--- config.mk ---
export PLATFORM = sky130hd
export DESIGN_NAME = ltdo_observe
export DESIGN_NICKNAME = d
export VERILOG_FILES = /design/src/rtl/ltdo_pkg.sv /design/src/rtl/ltdo_observe.sv
export SDC_FILE = /design/constraint.sdc
export NUM_CORES = 1
export LEC_CHECK = 0
export BUFFER_PORTS_ARGS = -buffer_cell sky130_fd_sc_hd__buf_2
export CORE_MARGIN = 2
export CORE_UTILIZATION = 46
export DETAILED_ROUTE_END_ITERATION = 16
export GPL_ROUTABILITY_DRIVEN = 0
export PLACE_DENSITY = 0.76
export SETUP_SLACK_MARGIN = 0.3
export SYNTH_ARGS = -nofsm -noshare
export SYNTH_HDL_FRONTEND = slang
export SYNTH_SLANG_ARGS = --single-unit
--- constraint.sdc ---
create_clock -name sys_clk_i -period 3.8 [get_ports sys_clk_i]
set_input_delay 0.38 -clock sys_clk_i [delete_from_list [all_inputs] [get_ports sys_clk_i]]
set_output_delay 0.38 -clock sys_clk_i [all_outputs]
set_load 0.03 [all_outputs]
--- src/rtl/ltdo_pkg.sv ---
package ltdo_pkg;

  // ----------------------------------------
  // Field positions on the observation bus
  // ----------------------------------------
  localparam int unsigned LTDO_BUS_LO = 368;
  localparam int unsigned LTDO_BUS_W = 92;
  localparam int unsigned LTDO_IDLE_RUN_POS = 0;
  localparam int unsigned LTDO_IDLE_OS_POS = 8;
  localparam int unsigned LTDO_LINK_PAD_POS = 16;
  localparam int unsigned LTDO_LANE_PAD_POS = 24;
  localparam int unsigned LTDO_TS_COUNT_POS = 32;
  localparam int unsigned LTDO_WIDTH_POS = 40;
  localparam int unsigned LTDO_LANE_ORDER_POS = 44;
  localparam int unsigned LTDO_DESKEW_POS = 48;
  localparam int unsigned LTDO_RSVD_POS = 60;
  localparam int unsigned LTDO_DESKEW_ERR_POS = 72;
  localparam int unsigned LTDO_EFILL0_POS = 80;
  localparam int unsigned LTDO_STATUS0_POS = 84;
  localparam int unsigned LTDO_INVERT0_POS = 87;
  localparam int unsigned LTDO_EFILL1_POS = 88;

  // ----------------------------------------
  // Codes and reset values
  // ----------------------------------------
  localparam logic [3:0] LTDO_WIDTH_X1 = 4'h1;
  localparam logic [3:0] LTDO_WIDTH_X2 = 4'h2;
  localparam logic [3:0] LTDO_WIDTH_X4 = 4'h4;
  localparam logic [2:0] LTDO_RXST_OK = 3'h0;
  localparam logic [2:0] LTDO_RXST_SKP_ADD = 3'h1;
  localparam logic [2:0] LTDO_RXST_SKP_DEL = 3'h2;
  localparam logic [2:0] LTDO_RXST_DETECT = 3'h3;
  localparam logic [2:0] LTDO_RXST_DECODE = 3'h4;
  localparam logic [2:0] LTDO_RXST_EB_OVF = 3'h5;
  localparam logic [2:0] LTDO_RXST_EB_UNF = 3'h6;
  localparam logic [2:0] LTDO_RXST_DISP = 3'h7;
  localparam logic [7:0] LTDO_TS_COUNT_RST = 8'h00;
  localparam int unsigned LTDO_IDLE_RUN_LEN = 8;

  typedef enum logic [1:0] {
    LTDO_WIDTH_ONE,
    LTDO_WIDTH_TWO,
    LTDO_WIDTH_FOUR
  } ltdo_width_t;

  // Per-lane receive events from the training logic, one-cycle pulses.
  typedef struct packed {
    logic [3:0] idle_symbol;
    logic [3:0] idle_os;
    logic [3:0] ts_valid;
    logic [3:0] ts_link_pad;
    logic [3:0] ts_lane_pad;
    logic [3:0] ts_same;
  } ltdo_rx_evt_t;

  // Lane-0/1 coding sublayer view.
  typedef struct packed {
    logic [3:0] elastic_fill_lane0;
    logic [3:0] elastic_fill_lane1;
    logic [2:0] rx_status_code_lane0;
    logic rx_invert_request_lane0;
  } ltdo_pcs_t;

  // Interrupt and set-count register offsets.
  localparam logic [3:0] LTDO_ADDR_STATUS = 4'h0;
  localparam logic [3:0] LTDO_ADDR_CLEAR = 4'h4;
  localparam logic [3:0] LTDO_ADDR_ENABLE = 4'h8;
  localparam logic [3:0] LTDO_ADDR_TSCOUNT = 4'hc;
  localparam int unsigned LTDO_IRQ_W = 4;

endpackage : ltdo_pkg

--- src/rtl/ltdo_observe.sv ---
// Local design decisions: the placing of the registers and the strobed register port.
`timescale 1ns/100ps
module ltdo_observe
  import ltdo_pkg::*;
#(
  parameter int unsigned LANES = 4,
  parameter int unsigned TS_COUNT_W = 8
) (
  input wire logic sys_clk_i,
  input wire logic rst_n_i,
  input wire logic clk_en_i,
  input wire logic state_change_i,
  input wire logic idle_state_i,
  input wire ltdo_rx_evt_t rx_evt_i,
  input wire ltdo_width_t width_i,
  input wire logic [1:0] logical_lane0_i,
  input wire logic [11:0] deskew_fill_i,
  input wire logic [3:0] deskew_overflow_i,
  input wire ltdo_pcs_t pcs_i,
  input wire logic generic_phy_i,
  input wire logic [3:0] reg_addr_i,
  input wire logic [31:0] reg_wdata_i,
  input wire logic reg_wr_i,
  input wire logic reg_rd_i,
  output logic [31:0] reg_rdata_o,
  output logic irq_o,
  output logic retrain_req_o,
  output logic [LTDO_BUS_W-1:0] debug_bus_o
);

  if (LANES != 4 || TS_COUNT_W != 8) begin : g_param_check
    $error("ltdo_observe supports four lanes and an 8-bit set counter only");
  end

  // ----------------------------------------
  // Helpers
  // ----------------------------------------
  function automatic logic [7:0] lane_field(input logic [3:0] flags);
    lane_field = {4'h0, flags};
  endfunction : lane_field

  function automatic logic [3:0] width_code(input ltdo_width_t w);
    case (w)
      LTDO_WIDTH_ONE: width_code = LTDO_WIDTH_X1;
      LTDO_WIDTH_TWO: width_code = LTDO_WIDTH_X2;
      default: width_code = LTDO_WIDTH_X4;
    endcase
  endfunction : width_code

  function automatic logic reg_hit(input logic strobe, input logic [3:0] addr,
      input logic [3:0] offset);
    reg_hit = strobe && (addr == offset);
  endfunction : reg_hit

  // ----------------------------------------
  // Training flags and counters
  // ----------------------------------------
  logic [3:0] run_reg [4];
  logic [3:0] run_next [4];
  logic [3:0] idle_run_reg, idle_run_next;
  logic [3:0] idle_os_reg, idle_os_next;
  logic [3:0] link_pad_reg, link_pad_next;
  logic [3:0] lane_pad_reg, lane_pad_next;
  logic [7:0] ts_count_reg, ts_count_next;
  logic [3:0] deskew_err_reg, deskew_err_next;
  logic retrain_reg, retrain_next;
  logic [3:0] irq_stat_reg, irq_stat_next;
  logic [3:0] irq_en_reg, irq_en_next;
  logic irq_reg, irq_next;
  logic [31:0] rdata_reg, rdata_next;
  logic [LTDO_BUS_W-1:0] bus_reg, bus_next;
  logic [3:0] evt;

  always_comb begin
    idle_run_next = idle_run_reg;
    idle_os_next = idle_os_reg;
    link_pad_next = link_pad_reg;
    lane_pad_next = lane_pad_reg;
    ts_count_next = ts_count_reg;
    for (int i = 0; i < 4; i++) begin
      run_next[i] = run_reg[i];
    end
    if (state_change_i) begin
      // An idle ordered set or pad flag in the entry cycle belongs to the new state, so it survives the clear.
      idle_run_next = 4'h0;
      idle_os_next = rx_evt_i.idle_os;
      link_pad_next = rx_evt_i.ts_valid & rx_evt_i.ts_link_pad;
      lane_pad_next = rx_evt_i.ts_valid & rx_evt_i.ts_lane_pad;
      ts_count_next = LTDO_TS_COUNT_RST;
      for (int i = 0; i < 4; i++) begin
        run_next[i] = 4'h0;
      end
    end else begin
      for (int i = 0; i < 4; i++) begin
        if (!rx_evt_i.idle_symbol[i] || !idle_state_i) begin
          run_next[i] = 4'h0;
        end else if (run_reg[i] != 4'(LTDO_IDLE_RUN_LEN)) begin
          run_next[i] = run_reg[i] + 4'h1;
        end
        idle_run_next[i] = (run_next[i] == 4'(LTDO_IDLE_RUN_LEN));
        if (rx_evt_i.idle_os[i]) begin
          idle_os_next[i] = 1'b1;
        end
        if (rx_evt_i.ts_valid[i]) begin
          link_pad_next[i] = rx_evt_i.ts_link_pad[i];
          lane_pad_next[i] = rx_evt_i.ts_lane_pad[i];
        end
      end
      if (rx_evt_i.ts_valid[logical_lane0_i]) begin
        if (rx_evt_i.ts_same[logical_lane0_i]) begin
          ts_count_next = ts_count_reg + 8'h01;
        end else begin
          ts_count_next = LTDO_TS_COUNT_RST;
        end
      end
    end
  end

  // ----------------------------------------
  // Deskew errors, interrupts and registers
  // ----------------------------------------
  always_comb begin
    evt = deskew_overflow_i & ~deskew_err_reg;
    deskew_err_next = deskew_err_reg | deskew_overflow_i;
    retrain_next = |deskew_overflow_i;
    if (state_change_i && !(|deskew_overflow_i)) begin
      deskew_err_next = 4'h0;
    end
    irq_en_next = irq_en_reg;
    irq_stat_next = irq_stat_reg;
    rdata_next = 32'h0;
    if (reg_hit(reg_wr_i, reg_addr_i, LTDO_ADDR_CLEAR)) begin
      irq_stat_next = irq_stat_reg & ~reg_wdata_i[3:0];
    end else if (reg_hit(reg_wr_i, reg_addr_i, LTDO_ADDR_ENABLE)) begin
      irq_en_next = reg_wdata_i[3:0];
    end
    // Set after clear so a new overflow in the clear cycle is kept.
    irq_stat_next = irq_stat_next | evt;
    if (reg_hit(reg_rd_i, reg_addr_i, LTDO_ADDR_STATUS)) begin
      rdata_next = {28'h0, irq_stat_reg};
    end else if (reg_hit(reg_rd_i, reg_addr_i, LTDO_ADDR_ENABLE)) begin
      rdata_next = {28'h0, irq_en_reg};
    end else if (reg_hit(reg_rd_i, reg_addr_i, LTDO_ADDR_TSCOUNT)) begin
      rdata_next = {24'h0, ts_count_reg};
    end
    irq_next = |(irq_stat_next & irq_en_next);
  end

  // ----------------------------------------
  // Observation bus assembly
  // ----------------------------------------
  always_comb begin
    bus_next = '0;
    bus_next[LTDO_IDLE_RUN_POS +: 8] = lane_field(idle_run_next);
    bus_next[LTDO_IDLE_OS_POS +: 8] = lane_field(idle_os_next);
    bus_next[LTDO_LINK_PAD_POS +: 8] = lane_field(link_pad_next);
    bus_next[LTDO_LANE_PAD_POS +: 8] = lane_field(lane_pad_next);
    bus_next[LTDO_TS_COUNT_POS +: 8] = ts_count_next;
    bus_next[LTDO_WIDTH_POS +: 4] = width_code(width_i);
    bus_next[LTDO_DESKEW_POS +: 12] = deskew_fill_i;
    bus_next[LTDO_DESKEW_ERR_POS +: 8] = lane_field(deskew_err_next);
    // The elastic fill is only forced to zero; the generic PHY has no such counters.
    if (!generic_phy_i) begin
      bus_next[LTDO_EFILL0_POS +: 4] = pcs_i.elastic_fill_lane0;
      bus_next[LTDO_EFILL1_POS +: 4] = pcs_i.elastic_fill_lane1;
    end
    bus_next[LTDO_STATUS0_POS +: 3] = pcs_i.rx_status_code_lane0;
    bus_next[LTDO_INVERT0_POS] = pcs_i.rx_invert_request_lane0;
  end

  always_ff @(posedge sys_clk_i) begin
    if (!rst_n_i) begin
      for (int i = 0; i < 4; i++) begin
        run_reg[i] <= 4'h0;
      end
      idle_run_reg <= 4'h0;
      idle_os_reg <= 4'h0;
      link_pad_reg <= 4'h0;
      lane_pad_reg <= 4'h0;
      ts_count_reg <= LTDO_TS_COUNT_RST;
    end else if (clk_en_i) begin
      for (int i = 0; i < 4; i++) begin
        run_reg[i] <= run_next[i];
      end
      idle_run_reg <= idle_run_next;
      idle_os_reg <= idle_os_next;
      link_pad_reg <= link_pad_next;
      lane_pad_reg <= lane_pad_next;
      ts_count_reg <= ts_count_next;
    end
  end

  always_ff @(posedge sys_clk_i) begin
    if (!rst_n_i) begin
      deskew_err_reg <= 4'h0;
      retrain_reg <= 1'b0;
      irq_stat_reg <= 4'h0;
      irq_en_reg <= 4'h0;
      irq_reg <= 1'b0;
      rdata_reg <= 32'h0;
    end else if (clk_en_i) begin
      deskew_err_reg <= deskew_err_next;
      retrain_reg <= retrain_next;
      irq_stat_reg <= irq_stat_next;
      irq_en_reg <= irq_en_next;
      irq_reg <= irq_next;
      rdata_reg <= rdata_next;
    end
  end

  always_ff @(posedge sys_clk_i) begin
    if (!rst_n_i) begin
      bus_reg <= '0;
    end else if (clk_en_i) begin
      bus_reg <= bus_next;
    end
  end

  assign reg_rdata_o = rdata_reg;
  assign irq_o = irq_reg;
  assign retrain_req_o = retrain_reg;
  assign debug_bus_o = bus_reg;

endmodule : ltdo_observe

**After elaboration in Yosys (flattened, before gate mapping)**

Memory sizes are Yosys's and may differ from the RTL's.
Index checks and enable logic that the tools add are counted.

- Bits in registers: 122
- Input port bits: 100
- Memory bits (writable): 16
- Logic and storage cells: 117
- Bits in latches: 0
- Memory bits (read-only): 0
- Memories kept: 1
- Output and inout port bits: 126

Memory list:

| name | words | width | read ports | clocked after Yosys merged registers in | wr ports | RTL line | RTL |
|---|---|---|---|---|---|---|---|
| run_reg | 4 | 4 | 4 | 0 | 4 | ltdo_observe.sv:58 | `logic [3:0] run_reg [4];` |

- Multiply operators: 0
- Reduce and logical (&&, ||, !) cells: 20
- Bitwise logic cells: 13
- Multiplexer cells: 54
- $add $sub $neg: 5
- Shifts and indexed selects: 0
- Div/mod/pow operators: 0
- $lt $le $gt $ge: 1
- Eq/ne operators: 12

Operators by type and width:

| cell | number |
|---|---|
| $mux W4 | 26 |
| $mux W8 | 6 |
| $eq A4 B4 Y1 const B | 6 |
| $and A4 B4 Y4 | 5 |
| $mux W1 | 18 |
| $add A4 B1 Y4 const B | 4 |
| $mux W16 | 1 |
| $ne A4 B4 Y1 const B | 4 |
| $add A8 B1 Y8 const B | 1 |
| $not A4 Y4 | 2 |
| $or A4 B4 Y4 | 2 |
| $reduce_or A4 Y1 | 2 |
| $logic_and A1 B1 Y1 | 6 |
| $logic_not A1 Y1 | 6 |
| $pmux W3 S2 | 1 |
| $bmux W1 S2 | 2 |
| $eq A4 B3 Y1 const B | 1 |
| $logic_not A4 Y1 | 1 |
| $logic_or A1 B1 Y1 | 4 |
| $or A1 B1 Y1 | 4 |
| $lt A2 B3 Y1 const B | 1 |
| $eq A2 B1 Y1 const B | 1 |
| $logic_not A2 Y1 | 1 |

**Depth between registers and ports, before layout**

Gate-level depths: netlist (run 1).
An unclocked memory read counts as a cell.

- Depth in word-level cells: 7
- Mapped depth: 7
- Mapped depth without buffers: 7

**Least setup slack after synthesis (run 1)**

OpenSTA, ideal clock, no wires.

- Path kind: input to register
- Start point: in reg_addr_i[1]
- End point: reg irq_stat_reg[0]
- Slack: 1.974 ns
- Cell stages on the path: 6
- Buffers on the path: 1
- Library setup time: 0.117 ns
- Arrival: 1.709 ns
- Data required time: 3.683 ns
- Path through: or3b_1 -> buf_2 -> or3b_4 -> or2_4 -> o21ai_2 -> a21boi_1

- Word-level cells in the longest chain between the ends: 4

Ends and longest elaborated chain:

| item | RTL line | RTL |
|---|---|---|
| start: declaration | ltdo_observe.sv:21 | `input wire logic [3:0] reg_addr_i,` |
| $eq A4 B3 Y1 | ltdo_observe.sv:52 | `reg_hit = strobe && (addr == offset);` |
| $logic_and A1 B1 Y1 | ltdo_observe.sv:52 |  |
| $mux W4 | ltdo_observe.sv:132 | `if (reg_hit(reg_wr_i, reg_addr_i, LTDO_ADDR_CLEAR)) begin` |
| $or A4 B4 Y4 | ltdo_observe.sv:138 | `irq_stat_next = irq_stat_next \| evt;` |
| end signal: assignment | ltdo_observe.sv:204 | `irq_stat_reg <= irq_stat_next;` |
| end: declaration | ltdo_observe.sv:67 | `logic [3:0] irq_stat_reg, irq_stat_next;` |

No other way between the ends.
A chain may end at the register's enable or synchronous reset.

==> results of run 1 <==
==> kinds of logic (layout without fill, tap and decap cells) <==
logic type / Yosys count / after routing
buffers and inverters: 95 / 170
AOI/OAI and AO/OA: 74 / 74
muxes: 32 / 32
other: 1 / 61
and+or+nand+nor: 147 / 147
xor gates and xnor gates: 14 / 14
DFF: 89 / 89
adders and majority gates: 9 / 9
==> synth_stat cells (all sizes together) (2+ instances only) <==
cell and number:
nand4 4, a21boi 5, a21oi 13, o211ai 3, nor3b 2, nor2b 53, and3 11, a32o 4
mux4 2, nand3 12, mux2 7, a32oi 8, o32a 4, mux2i 23, buf 65, edfxtp 16
ha 9, nand2b 6, xor2 6, a22o 4, or3b 2, a22oi 15, o221ai 4, nand2 13
clkbuf 16, inv 13, o21ai 10, xnor2 8, nand3b 5, nor2 29, dfxtp 73, nor3 5
==> worst paths after layout <==
path                                       start  slack (ps)              end
worst max-delay path                     rst_n_i        1860   debug_bus_o[1]
worst min register to register    debug_bus_o[3]         470   debug_bus_o[3]
worst max register to register     run_reg[2][0]        2280   debug_bus_o[2]
worst min-delay path            deskew_fill_i[5]         280  debug_bus_o[53]
==> worst max-delay path: stages <==
cell and delay, ps:
buf_2 90, nand2_1 220, nor3b_1 980, nand2_1 220, nor2_1 180, a32o_1 170
==> per-layer routing <==
metal	GRT usage	vias up	part of all wire
li1	-	1752	-
met1	0.2377	1704	0.44
met2	0.3227	141	0.48
met3	0.04949	17	0.071
met4	0.07085	0	0.016
met5	0	-	0
==> stage by stage <==
stage,hold WS (ps),instance area (µm²),worst slack [ps]
after floorplan,455.6,4730,1974
after global placement,445.6,5070,1621
after detailed placement,449.0,5070,1542
after CTS,266.5,5275,1866
after global routing,275.8,5275,1669
final,282.6,5275,1858
==> layout make-up <==
class / instances / area (µm²) / area share
multi-input combinational: 337 / 2198 / 0.4167
sequential: 89 / 1942 / 0.3681
tap: 133 / 166.4 / 0.03155
timing repair buffer: 140 / 710.7 / 0.1347
inverter: 14 / 52.55 / 0.009962
clock buffer: 12 / 135.1 / 0.02562
clock inverter: 4 / 70.07 / 0.01328
==> power breakdown <==
group          internal [mW]  switching, mW  total, mW
clock                  0.370          0.321      0.690
sequential             0.997         0.0292       1.03
combinational          0.114          0.247      0.362
==> out/results.ini, run 1 <==
[status]
status=complete, no violations

[synthesis]
synth_top_family_by_area=simple AND/OR/NAND/NOR gates
syn_inst=461
async_flop_share=0
yosysTopAreaCell=dfxtp_1
synthAdderAreaFrac=0.02500
synth_cell_types=48
synthSimpleGateAreaFrac=0.1817
synth_compound_area_frac=0.1247
muxShareOfSynthArea=0.07861
synth_top_area_share=0.3244
synth_area_leaders=dfxtp_1, edfxtp_1, buf_4
synth_enable_flop_cells=16
seq_area_frac_synth=0.4311
synthFlopType=dfxtp_1
synth_area_um2=4504
yosysWarnings=0
ys_ff_latch=89
syn_avg_cell_area_um2=9.771
synthXorXnorAreaFrac=0.02722

[grt]
grt_pass1_wl_um=15810
grt-ovfl-total=0
antenna_found_initial=0
grt_max_degree=57
grt_pass1_vias=3315
grt.total_usage=0.1920

[critical_path]
required_ps=4100
ff2ff_path_depth=7
end_kind=flop
crit_type=input pin to flop
cp-start-kind=input pin
cp.arrival_ps=2240
path_max_fanout=11

[drt]
routedWlPerCell_um=14.23
drt_pre_antenna_iters=4
post-route-drc-count=0
drt-initial-drc-count=133
viasPerCell=4.957
wirelength_um=10380
route.antenna.remaining_nets=0
vias=3614

[worst_hold_path]
min_path_cells=3
hold_class=input pin to flop

[finish]
final_util=0.5472
final_cell_mix=buf_2, dfxtp_1, conb_1, nor2b_1, nor2_1
diodes=0
largest_register_ff_count=36
num-fill-cells=893
nets=700
area_delta_synth_final_pct=17.11
final_common_cell=buf_2
layout-drive-gt1-share=0.2886
final_cells=729

[floorplan]
die_w_um=103.0
die_h_um=103.0
rows=36
num_io_pins=226
initial_core_util=0.4673
die_area_um2=10600
coreArea_um2=9639

[sta]
max_freq_mhz=514.9
period_minus_slack_ps=1942
rsz0062_at_grt=false
worst_pin_slew_ps=1128
finalCritPeriodShare=0.5111
relSlewSlack=0.2466
setup_viol=0
drv_slew=0
hold_violations=0
finalClockSkew_ps=8.925
setup-tns-final_ps=0

[clock_network]
clk_path_buf_depth=2
cts_sinks=89
cts-root-buf=clkbuf_8
path_clk_slew_ps=80
ctsResizeCount=0
cts_buffers=9
worstSkewPairLatency_ps=350
cts_tree=built
cts_max_level=3
post-cts-setup-buffers=0
ctsHoldBuffers=0

[power_and_ir_drop]
p_total_mw=2.078
p_leak_nw=2.474
cellPowerDensity_nw_per_um2=394.0
vdd_ir_drop_max_mv=0.1864

[run]
cap_violations=0

[placed_design]
placedCellCount=713
hpwl_um=7639
port_buffers=136

No activity file was read; power rests on OpenSTA's default activity.
==> inputs of run 2 (changes only) <==
--- a/config.mk
+++ b/config.mk
@@ -5,12 +5,13 @@
 export SDC_FILE = /design/constraint.sdc
 export NUM_CORES = 1
 export LEC_CHECK = 0
+export ABC_AREA = 1
 export BUFFER_PORTS_ARGS = -buffer_cell sky130_fd_sc_hd__buf_2
 export CORE_MARGIN = 2
-export CORE_UTILIZATION = 46
+export CORE_UTILIZATION = 41
 export DETAILED_ROUTE_END_ITERATION = 16
 export GPL_ROUTABILITY_DRIVEN = 0
-export PLACE_DENSITY = 0.76
+export PLACE_DENSITY = 0.72
 export SETUP_SLACK_MARGIN = 0.3
 export SYNTH_ARGS = -nofsm -noshare
 export SYNTH_HDL_FRONTEND = slang
==> constraint.sdc (replaced) <==
create_clock -name sys_clk_i -period 1.7 [get_ports sys_clk_i]
set_input_delay 0.17 -clock sys_clk_i [delete_from_list [all_inputs] [get_ports sys_clk_i]]
set_output_delay 0.17 -clock sys_clk_i [all_outputs]
set_load 0.03 [all_outputs]
==> run 2 against run 1 <==
Net effect:
- clock skew is 2.8 ps higher
- cell count rose by 9.9%
- core utilization fell by 4.4 points
- global-route usage is 1.9 points lower
- critical path depth up 2
- wire length decreased by 1.3%
- worst hold slack lost 260 ps
- design area decreased by 1.1%
- area after synthesis decreased by 2.7%
- sequential cell count is the same
- die area grew 8.8%
- largest cell class is now registers
==> out/results.ini, run 2 <==
[status]
status=complete, no violations

[finish]
num-fill-cells=1010  ; +13%
multi_input_area_um2=1936  ; -12%
area_delta_synth_final_pct=19.01
diodes=0  ; unchanged
layout-drive-gt1-share=0.2722  ; -0.01641
largest_register_ff_count=36  ; unchanged
final_common_cell=buf_2
seqCellArea_um2=1944  ; +0.13%
final_cell_mix=buf_2, nand2_1, dfxtp_1, conb_1, inv_1
nets=769  ; +9.9%

[synthesis]
synth_enable_flop_cells=16  ; unchanged
yosysTopAreaCell=dfxtp_1
synth_area_leaders=dfxtp_1, edfxtp_1, buf_4
synth.most_common_cell=nand2_1
synth_area_um2=4384  ; -2.7%
synth_cell_types=36  ; -25%
seq_area_frac_synth=0.4429  ; +0.01181
synth_top_area_share=0.3333  ; +0.008889
ys_ff_latch=89  ; unchanged
syn_avg_cell_area_um2=8.497  ; -13%
syn_inst=516  ; +12%
ys_top_cells_by_count=nand2_1, dfxtp_1, buf_4
synthFlopType=dfxtp_1
async_flop_share=0  ; unchanged
yosysWarnings=0  ; unchanged

[sta]
setup-tns-final_ps=0  ; unchanged
hold_violations=0  ; unchanged
period_minus_slack_ps=1346
finalCritPeriodShare=0.7915
drv_slew=0  ; unchanged
max_freq_mhz=743.2
finalClockSkew_ps=11.73  ; +2.806 ps
rsz0062_at_grt=true
setup_viol=0  ; unchanged

[critical_path]
path_delay_family=simple AND/OR/NAND/NOR gates
path_max_fanout=4  ; -7
cp-start-kind=flop
reg2reg_slack_ps=350  ; -1930 ps
worstPathCellList=ha_4 -> inv_1 -> nor3_2 -> nand2_1 -> nor2_1 -> nand2_1 -> xor2_1 -> nor2_1
cp_slowest_cell=dfxtp_2
required_ps=1960  ; -2140 ps
critPathBufInv=1  ; unchanged
cp.arrival_ps=1600  ; -640 ps
max_stage_delay_ps=380  ; -600 ps
crit_type=flop to flop
end_kind=flop

[grt]
grt_max_degree=46  ; -19%
grt_pass1_wl_um=15910  ; +0.61%
antenna_found_initial=0  ; unchanged
grt.total_usage=0.1728  ; -0.01919
grt-ovfl-total=0  ; unchanged
grt_pass1_vias=3546  ; +7.0%

[clock_network]
cts_max_level=3  ; unchanged
cts-root-buf=clkbuf_8
clk_path_buf_depth=2  ; unchanged
cts_buffers=9  ; unchanged
path_clk_slew_ps=100  ; +20 ps
ctsHoldBuffers=0  ; unchanged
cts_tree=built
worstSkewPairLatency_ps=360  ; about the same
cts_sinks=89  ; unchanged

[drt]
wirelength_um=10240  ; -1.3%
drt-initial-drc-count=173  ; +30%
routedWlPerCell_um=12.78  ; -10%
post-route-drc-count=0  ; unchanged
vias=3828  ; +5.9%
viasPerCell=4.779  ; -3.6%
drt_pre_antenna_iters=4  ; unchanged
route.antenna.remaining_nets=0  ; unchanged

[power_and_ir_drop]
p_switching_mw=1.436  ; +140%
p_leak_nw=2.564  ; +3.6%
seq_power_share=0.516  ; +0.022
p_sw_frac=0.3235  ; +0.03608
p_total_mw=4.439  ; +110%
p_int_mw=3.003  ; +100%
clkPwrFrac=0.302  ; -0.030
vdd_ir_drop_max_mv=0.3688  ; +98%
power_frac_comb=0.182  ; +0.008
cellPowerDensity_nw_per_um2=850.8  ; +120%

[floorplan]
num_io_pins=226  ; unchanged
die_w_um=107.4  ; +4.3%
rows=37  ; +2.8%
die_h_um=107.4  ; +4.3%
coreArea_um2=10370  ; +7.6%
initial_core_util=0.4228  ; -0.04451
die_area_um2=11540  ; +8.8%

[run]
cap_violations=0  ; unchanged

[placed_design]
hpwl_um=7711  ; +0.94%
port_buffers=136  ; unchanged

[worst_hold_path]
hold_class=input pin to flop

==> run 2: changes by cell type in the layout (fill, tap and decap cells not counted), moves of 9 or more <==
cell	previous run	this run
inv_1	13	50
nand2_1	13	92
a32o_1	4	16
nand3_1	12	23
a22o_1	4	20
a22oi_1	15	0
and3_1	11	2
nor2b_1	53	0
mux2i_1	23	0
o21ai_0	6	30
==> run 2: area by class of cell <==
type | count | area share
clock inverters | 7 | 0.01007
flip-flops and latches | 89 | 0.3727
well taps | 136 | 0.03261
clock buffers | 9 | 0.02374
multi-input cells | 360 | 0.3710
inverters | 52 | 0.03741
repair buffers | 148 | 0.1525
==> run 2: stage by stage <==
| step | area, µm² | cells | util | hold slack (ps) | worst slack (ps) |
|---|---|---|---|---|---|
| 6_report | 5218 | 801 | 0.5031 | 20.19 | 354.4 |
| 4_1_cts | 5162 | 796 | 0.4978 | 7.326 | 349.5 |
| 5_1_grt | 5218 | 801 | 0.5031 | 12.07 | 261.1 |
| 3_3_place_gp | 4986 | 780 | 0.4808 | 375.9 | 288.9 |
| 3_5_place_dp | 4986 | 780 | 0.4808 | 382.6 | 277.7 |
| 2_1_floorplan | 4612 | 576 | - | 271.2 | 303.1 |
==> run 2: path summary, 6_finish.rpt <==
kind,startpoint,to,depth (start not counted)
worst min-delay path,rx_evt_i[19],debug_bus_o[11],2
worst min register to register,debug_bus_o[0],debug_bus_o[0],2
worst max-delay path,ts_count_reg[0],ts_count_reg[6],8
worst max register to register,ts_count_reg[0],ts_count_reg[6],8
==> run 2: cell families (layout without fill, tap and decap cells) <==
logic type,count (synthesis),in the layout,share of synthesized area
AND/OR/NAND/NOR,184,184,0.1904
XOR/XNOR,8,8,0.01598
buffers and inverters,127,216,0.1709
other,1,61,0.0008553
AO/OA/AOI/OAI,98,98,0.1533
adder cells (fa/ha/maj),9,9,0.02569
flip-flops,89,89,0.4429
==> run 2: layer usage <==
metal,vias to the layer above,wire length (µm),track usage
li1,1906,-,-
met1,1778,4384,0.2072
met2,131,5064,0.3033
met3,13,619,0.03208
met4,0,170,0.07143
met5,-,0,0
==> run 2: power groups by stage <==
stage | clock network [mW] | logic [mW] | registers, mW
after floorplan | 0 | 0.549 | 2.45
after global placement | 0 | 0.783 | 2.33
after detailed placement | 0 | 0.801 | 2.34
after CTS | 1.39 | 0.803 | 2.29
after global routing | 1.46 | 0.884 | 2.30
final | 1.34 | 0.810 | 2.29
==> run 2: worst register-to-register path, stage by stage (launching register included) <==
cell and delay [ps]:
dfxtp_2 380, ha_4 140, inv_1 50, nor3_2 200
nand2_1 100, nor2_1 110, nand2_1 70, xor2_1 140
nor2_1 50
==> run 2: timing repair <==
action,in CTS,in global routing
hold endpoints to repair,0,0
setup buffers,0,5
endpoints found under the setup margin,0,5
resized for setup,0,3
==> inputs of run 3 (changes only) <==
==> constraint.sdc (replaced) <==
create_clock -name sys_clk_i -period 1.1 [get_ports sys_clk_i]
set_input_delay 0.11 -clock sys_clk_i [delete_from_list [all_inputs] [get_ports sys_clk_i]]
set_output_delay 0.11 -clock sys_clk_i [all_outputs]
set_load 0.03 [all_outputs]
==> run 3 against run 2 <==
Net effect:
- the flow now finishes with violations (setup timing)
- non-clock buffer count is 111 higher
- clock power increased by 76%
- worst setup slack got worse by 590 ps
- sequential power grew 56%
- sequential share of layout area is 9.0 points lower
- first-iteration DRC count rose by 27%
- core utilization up 20 points
- wire length is 40% higher
- maximum frequency up 0.55%
- cell count is 14% higher
==> out/results.ini, run 3 (synthesis gave the netlist of run 2 again) <==
[clock_network]
path_clk_slew_ps=110  ; about the same
cts_buffers=9  ; unchanged
cts_tree=built
cts_max_level=3  ; unchanged
worstSkewPairLatency_ps=370  ; about the same
clk_path_buf_depth=2  ; unchanged
cts_sinks=89  ; unchanged
cts-root-buf=clkbuf_8

[critical_path]
cp_slowest_cell=edfxtp_1
critPathBufInv=3  ; +2
ff2ff_path_depth=9  ; +1
path_max_fanout=2  ; -2
crit_start=run_reg[2][0]
worstPathCellList=buf_6 -> buf_4 -> nand3_4 -> nand2_1 -> inv_1 -> o21ai_2 -> nor2_2 -> nand4_1 -> nand2_1
path_delay_family=flip-flops
cp_common_cell=nand2_1
required_ps=1410  ; -550 ps
max_stage_delay_ps=450  ; +70 ps
reg2reg_to=debug_bus_o[2]
rr_startpoint=run_reg[2][0]
cp-start-kind=flop
reg2reg_slack_ps=-240  ; -590 ps
cp.arrival_ps=1650  ; +50 ps
end_kind=flop
crit_type=flop to flop

[finish]
area_delta_synth_final_pct=66.78
layout-drive-gt1-share=0.5438  ; +0.2716
final_cells=913  ; +14%
nets=880  ; +14%
seqCellArea_um2=2063  ; +6.1%
final_cell_mix=buf_6, nand2_1, buf_2, conb_1, dfxtp_2
multi_input_area_um2=2375  ; +23%
fin_area_um2=7312  ; +40%
num-fill-cells=737  ; -27%
final_common_cell=buf_6
largest_register_ff_count=36  ; unchanged

[sta]
drv_slew=0  ; unchanged
hold_ws_ps=25.46  ; +5.271 ps
hold_violations=0  ; unchanged
finalClockSkew_ps=16.94  ; +5.209 ps
finalCritPeriodShare=1.217  ; +0.4251
setup-tns-final_ps=-3116  ; -3116 ps
period_minus_slack_ps=1338  ; -7.329 ps
rsz0062_at_grt=true
max_freq_mhz=747.2  ; +0.55%
fin_ws_ps=-238.3  ; -592.7 ps
setup_viol=26  ; +26

[floorplan]
rows=37  ; unchanged
coreArea_um2=10370  ; unchanged
num_io_pins=226  ; unchanged
die_w_um=107.4  ; unchanged
die_area_um2=11540  ; unchanged
initial_core_util=0.4228  ; unchanged
die_h_um=107.4  ; unchanged

[status]
status=complete, but fails checks
violations=setup timing

[power_and_ir_drop]
clkPwrFrac=0.301  ; about the same
seq_power_share=0.456  ; -0.060
power_frac_comb=0.243  ; +0.061
p_int_mw=5.329  ; +77%
p_sw_frac=0.3196  ; -0.003900
vdd_ir_drop_max_mv=0.6939  ; +88%
cellPowerDensity_nw_per_um2=1071  ; +26%
p_leak_nw=3.358  ; +31%
p_switching_mw=2.503  ; +74%
p_total_mw=7.832  ; +76%

[grt]
grt_pass1_wl_um=20740  ; +30%
grt_max_degree=46  ; unchanged
grt_pass1_vias=4378  ; +23%
top_usage_layer=met2
grt_use_met3=0.06295  ; +0.03087
grt.total_usage=0.2296  ; +0.05678
met2_usage=0.4141  ; +0.1108
use_met1=0.2486  ; +0.04140
grt-ovfl-total=0  ; unchanged
antenna_found_initial=1  ; +1

[worst_hold_path]
hold_path_startpoint=pcs_i[8]
min_path_cells=2  ; unchanged
hold_class=input pin to flop
min_to=debug_bus_o[80]

[drt]
wirelength_um=14360  ; +40%
drt-initial-drc-count=219  ; +27%
drt_pre_antenna_iters=4  ; unchanged
vias=4522  ; +18%
routedWlPerCell_um=15.73  ; +23%
viasPerCell=4.953  ; +3.6%
post-route-drc-count=0  ; unchanged
route.antenna.remaining_nets=0  ; unchanged

[run]
cap_violations=0  ; unchanged

[placed_design]
dpl-instance-area_um2=5478  ; +9.9%
placedCellCount=815  ; +4.5%
port_buffers=136  ; unchanged
hpwl_um=8186  ; +6.2%

-- run 3: changes by cell type in the layout (fill, tap and decap cells not counted), moves of 16 or more --
cell           change
inv_1             -23
nand2_1           -19
buf_4             +47
buf_2             -67
dfxtp_2           +56
dfxtp_1           -69
buf_6             +93
dlygate4sd3_1     +36
o21ai_0           -16
-- run 3: through the flow --
step | setup WS [ps] | util
floorplan | -121.6 | -
global placement | -129.1 | 0.5282
detailed placement | -211.2 | 0.5282
CTS | -215.5 | 0.6689
global route | -338.4 | 0.7049
finish | -238.3 | 0.7051
-- run 3: repair_timing --
action	4_1_cts	5_1_grt
gates resized for setup	256	61
buffers inserted	27	18
hold buffers	36	0
pin swaps	41	44
hold endpoints to repair	36	0
setup endpoints to repair	102	128
-- run 3: cell type report --
| class | count | share of cell area |
|---|---|---|
| clock buffers | 11 | 0.02379 |
| well taps | 136 | 0.02327 |
| inverters | 52 | 0.03371 |
| clock inverters | 5 | 0.004449 |
| repair buffers | 259 | 0.3075 |
| multi-input cells | 360 | 0.3248 |
| flip-flops and latches | 89 | 0.2822 |
| diodes | 1 | 0.0003422 |
-- run 3: power by group through the flow --
stage	clock network [mW]	registers [mW]	logic, mW
final	2.36	3.57	1.90
after global routing	2.57	3.59	2.02
after CTS	2.42	3.56	1.75
after detailed placement	0	3.60	1.39
after global placement	0	3.59	1.36
after floorplan	0	3.79	0.923
-- run 3: per-layer routing --
layer  vias up  share of wire
met3        36          0.059
li1       2129              -
met4         2          0.023
met5         -        0.00091
met1      2165           0.37
met2       190           0.55
-- run 3: how the worst max path moves through the flow --
stage,endpoint,cells past startpoint
finish,debug_bus_o[2],9
detailed placement,run_reg[2][0],6
global placement,ts_count_reg[6],8
global route,debug_bus_o[2],9
floorplan,run_reg[2][0],6
CTS,run_reg[2][2],4
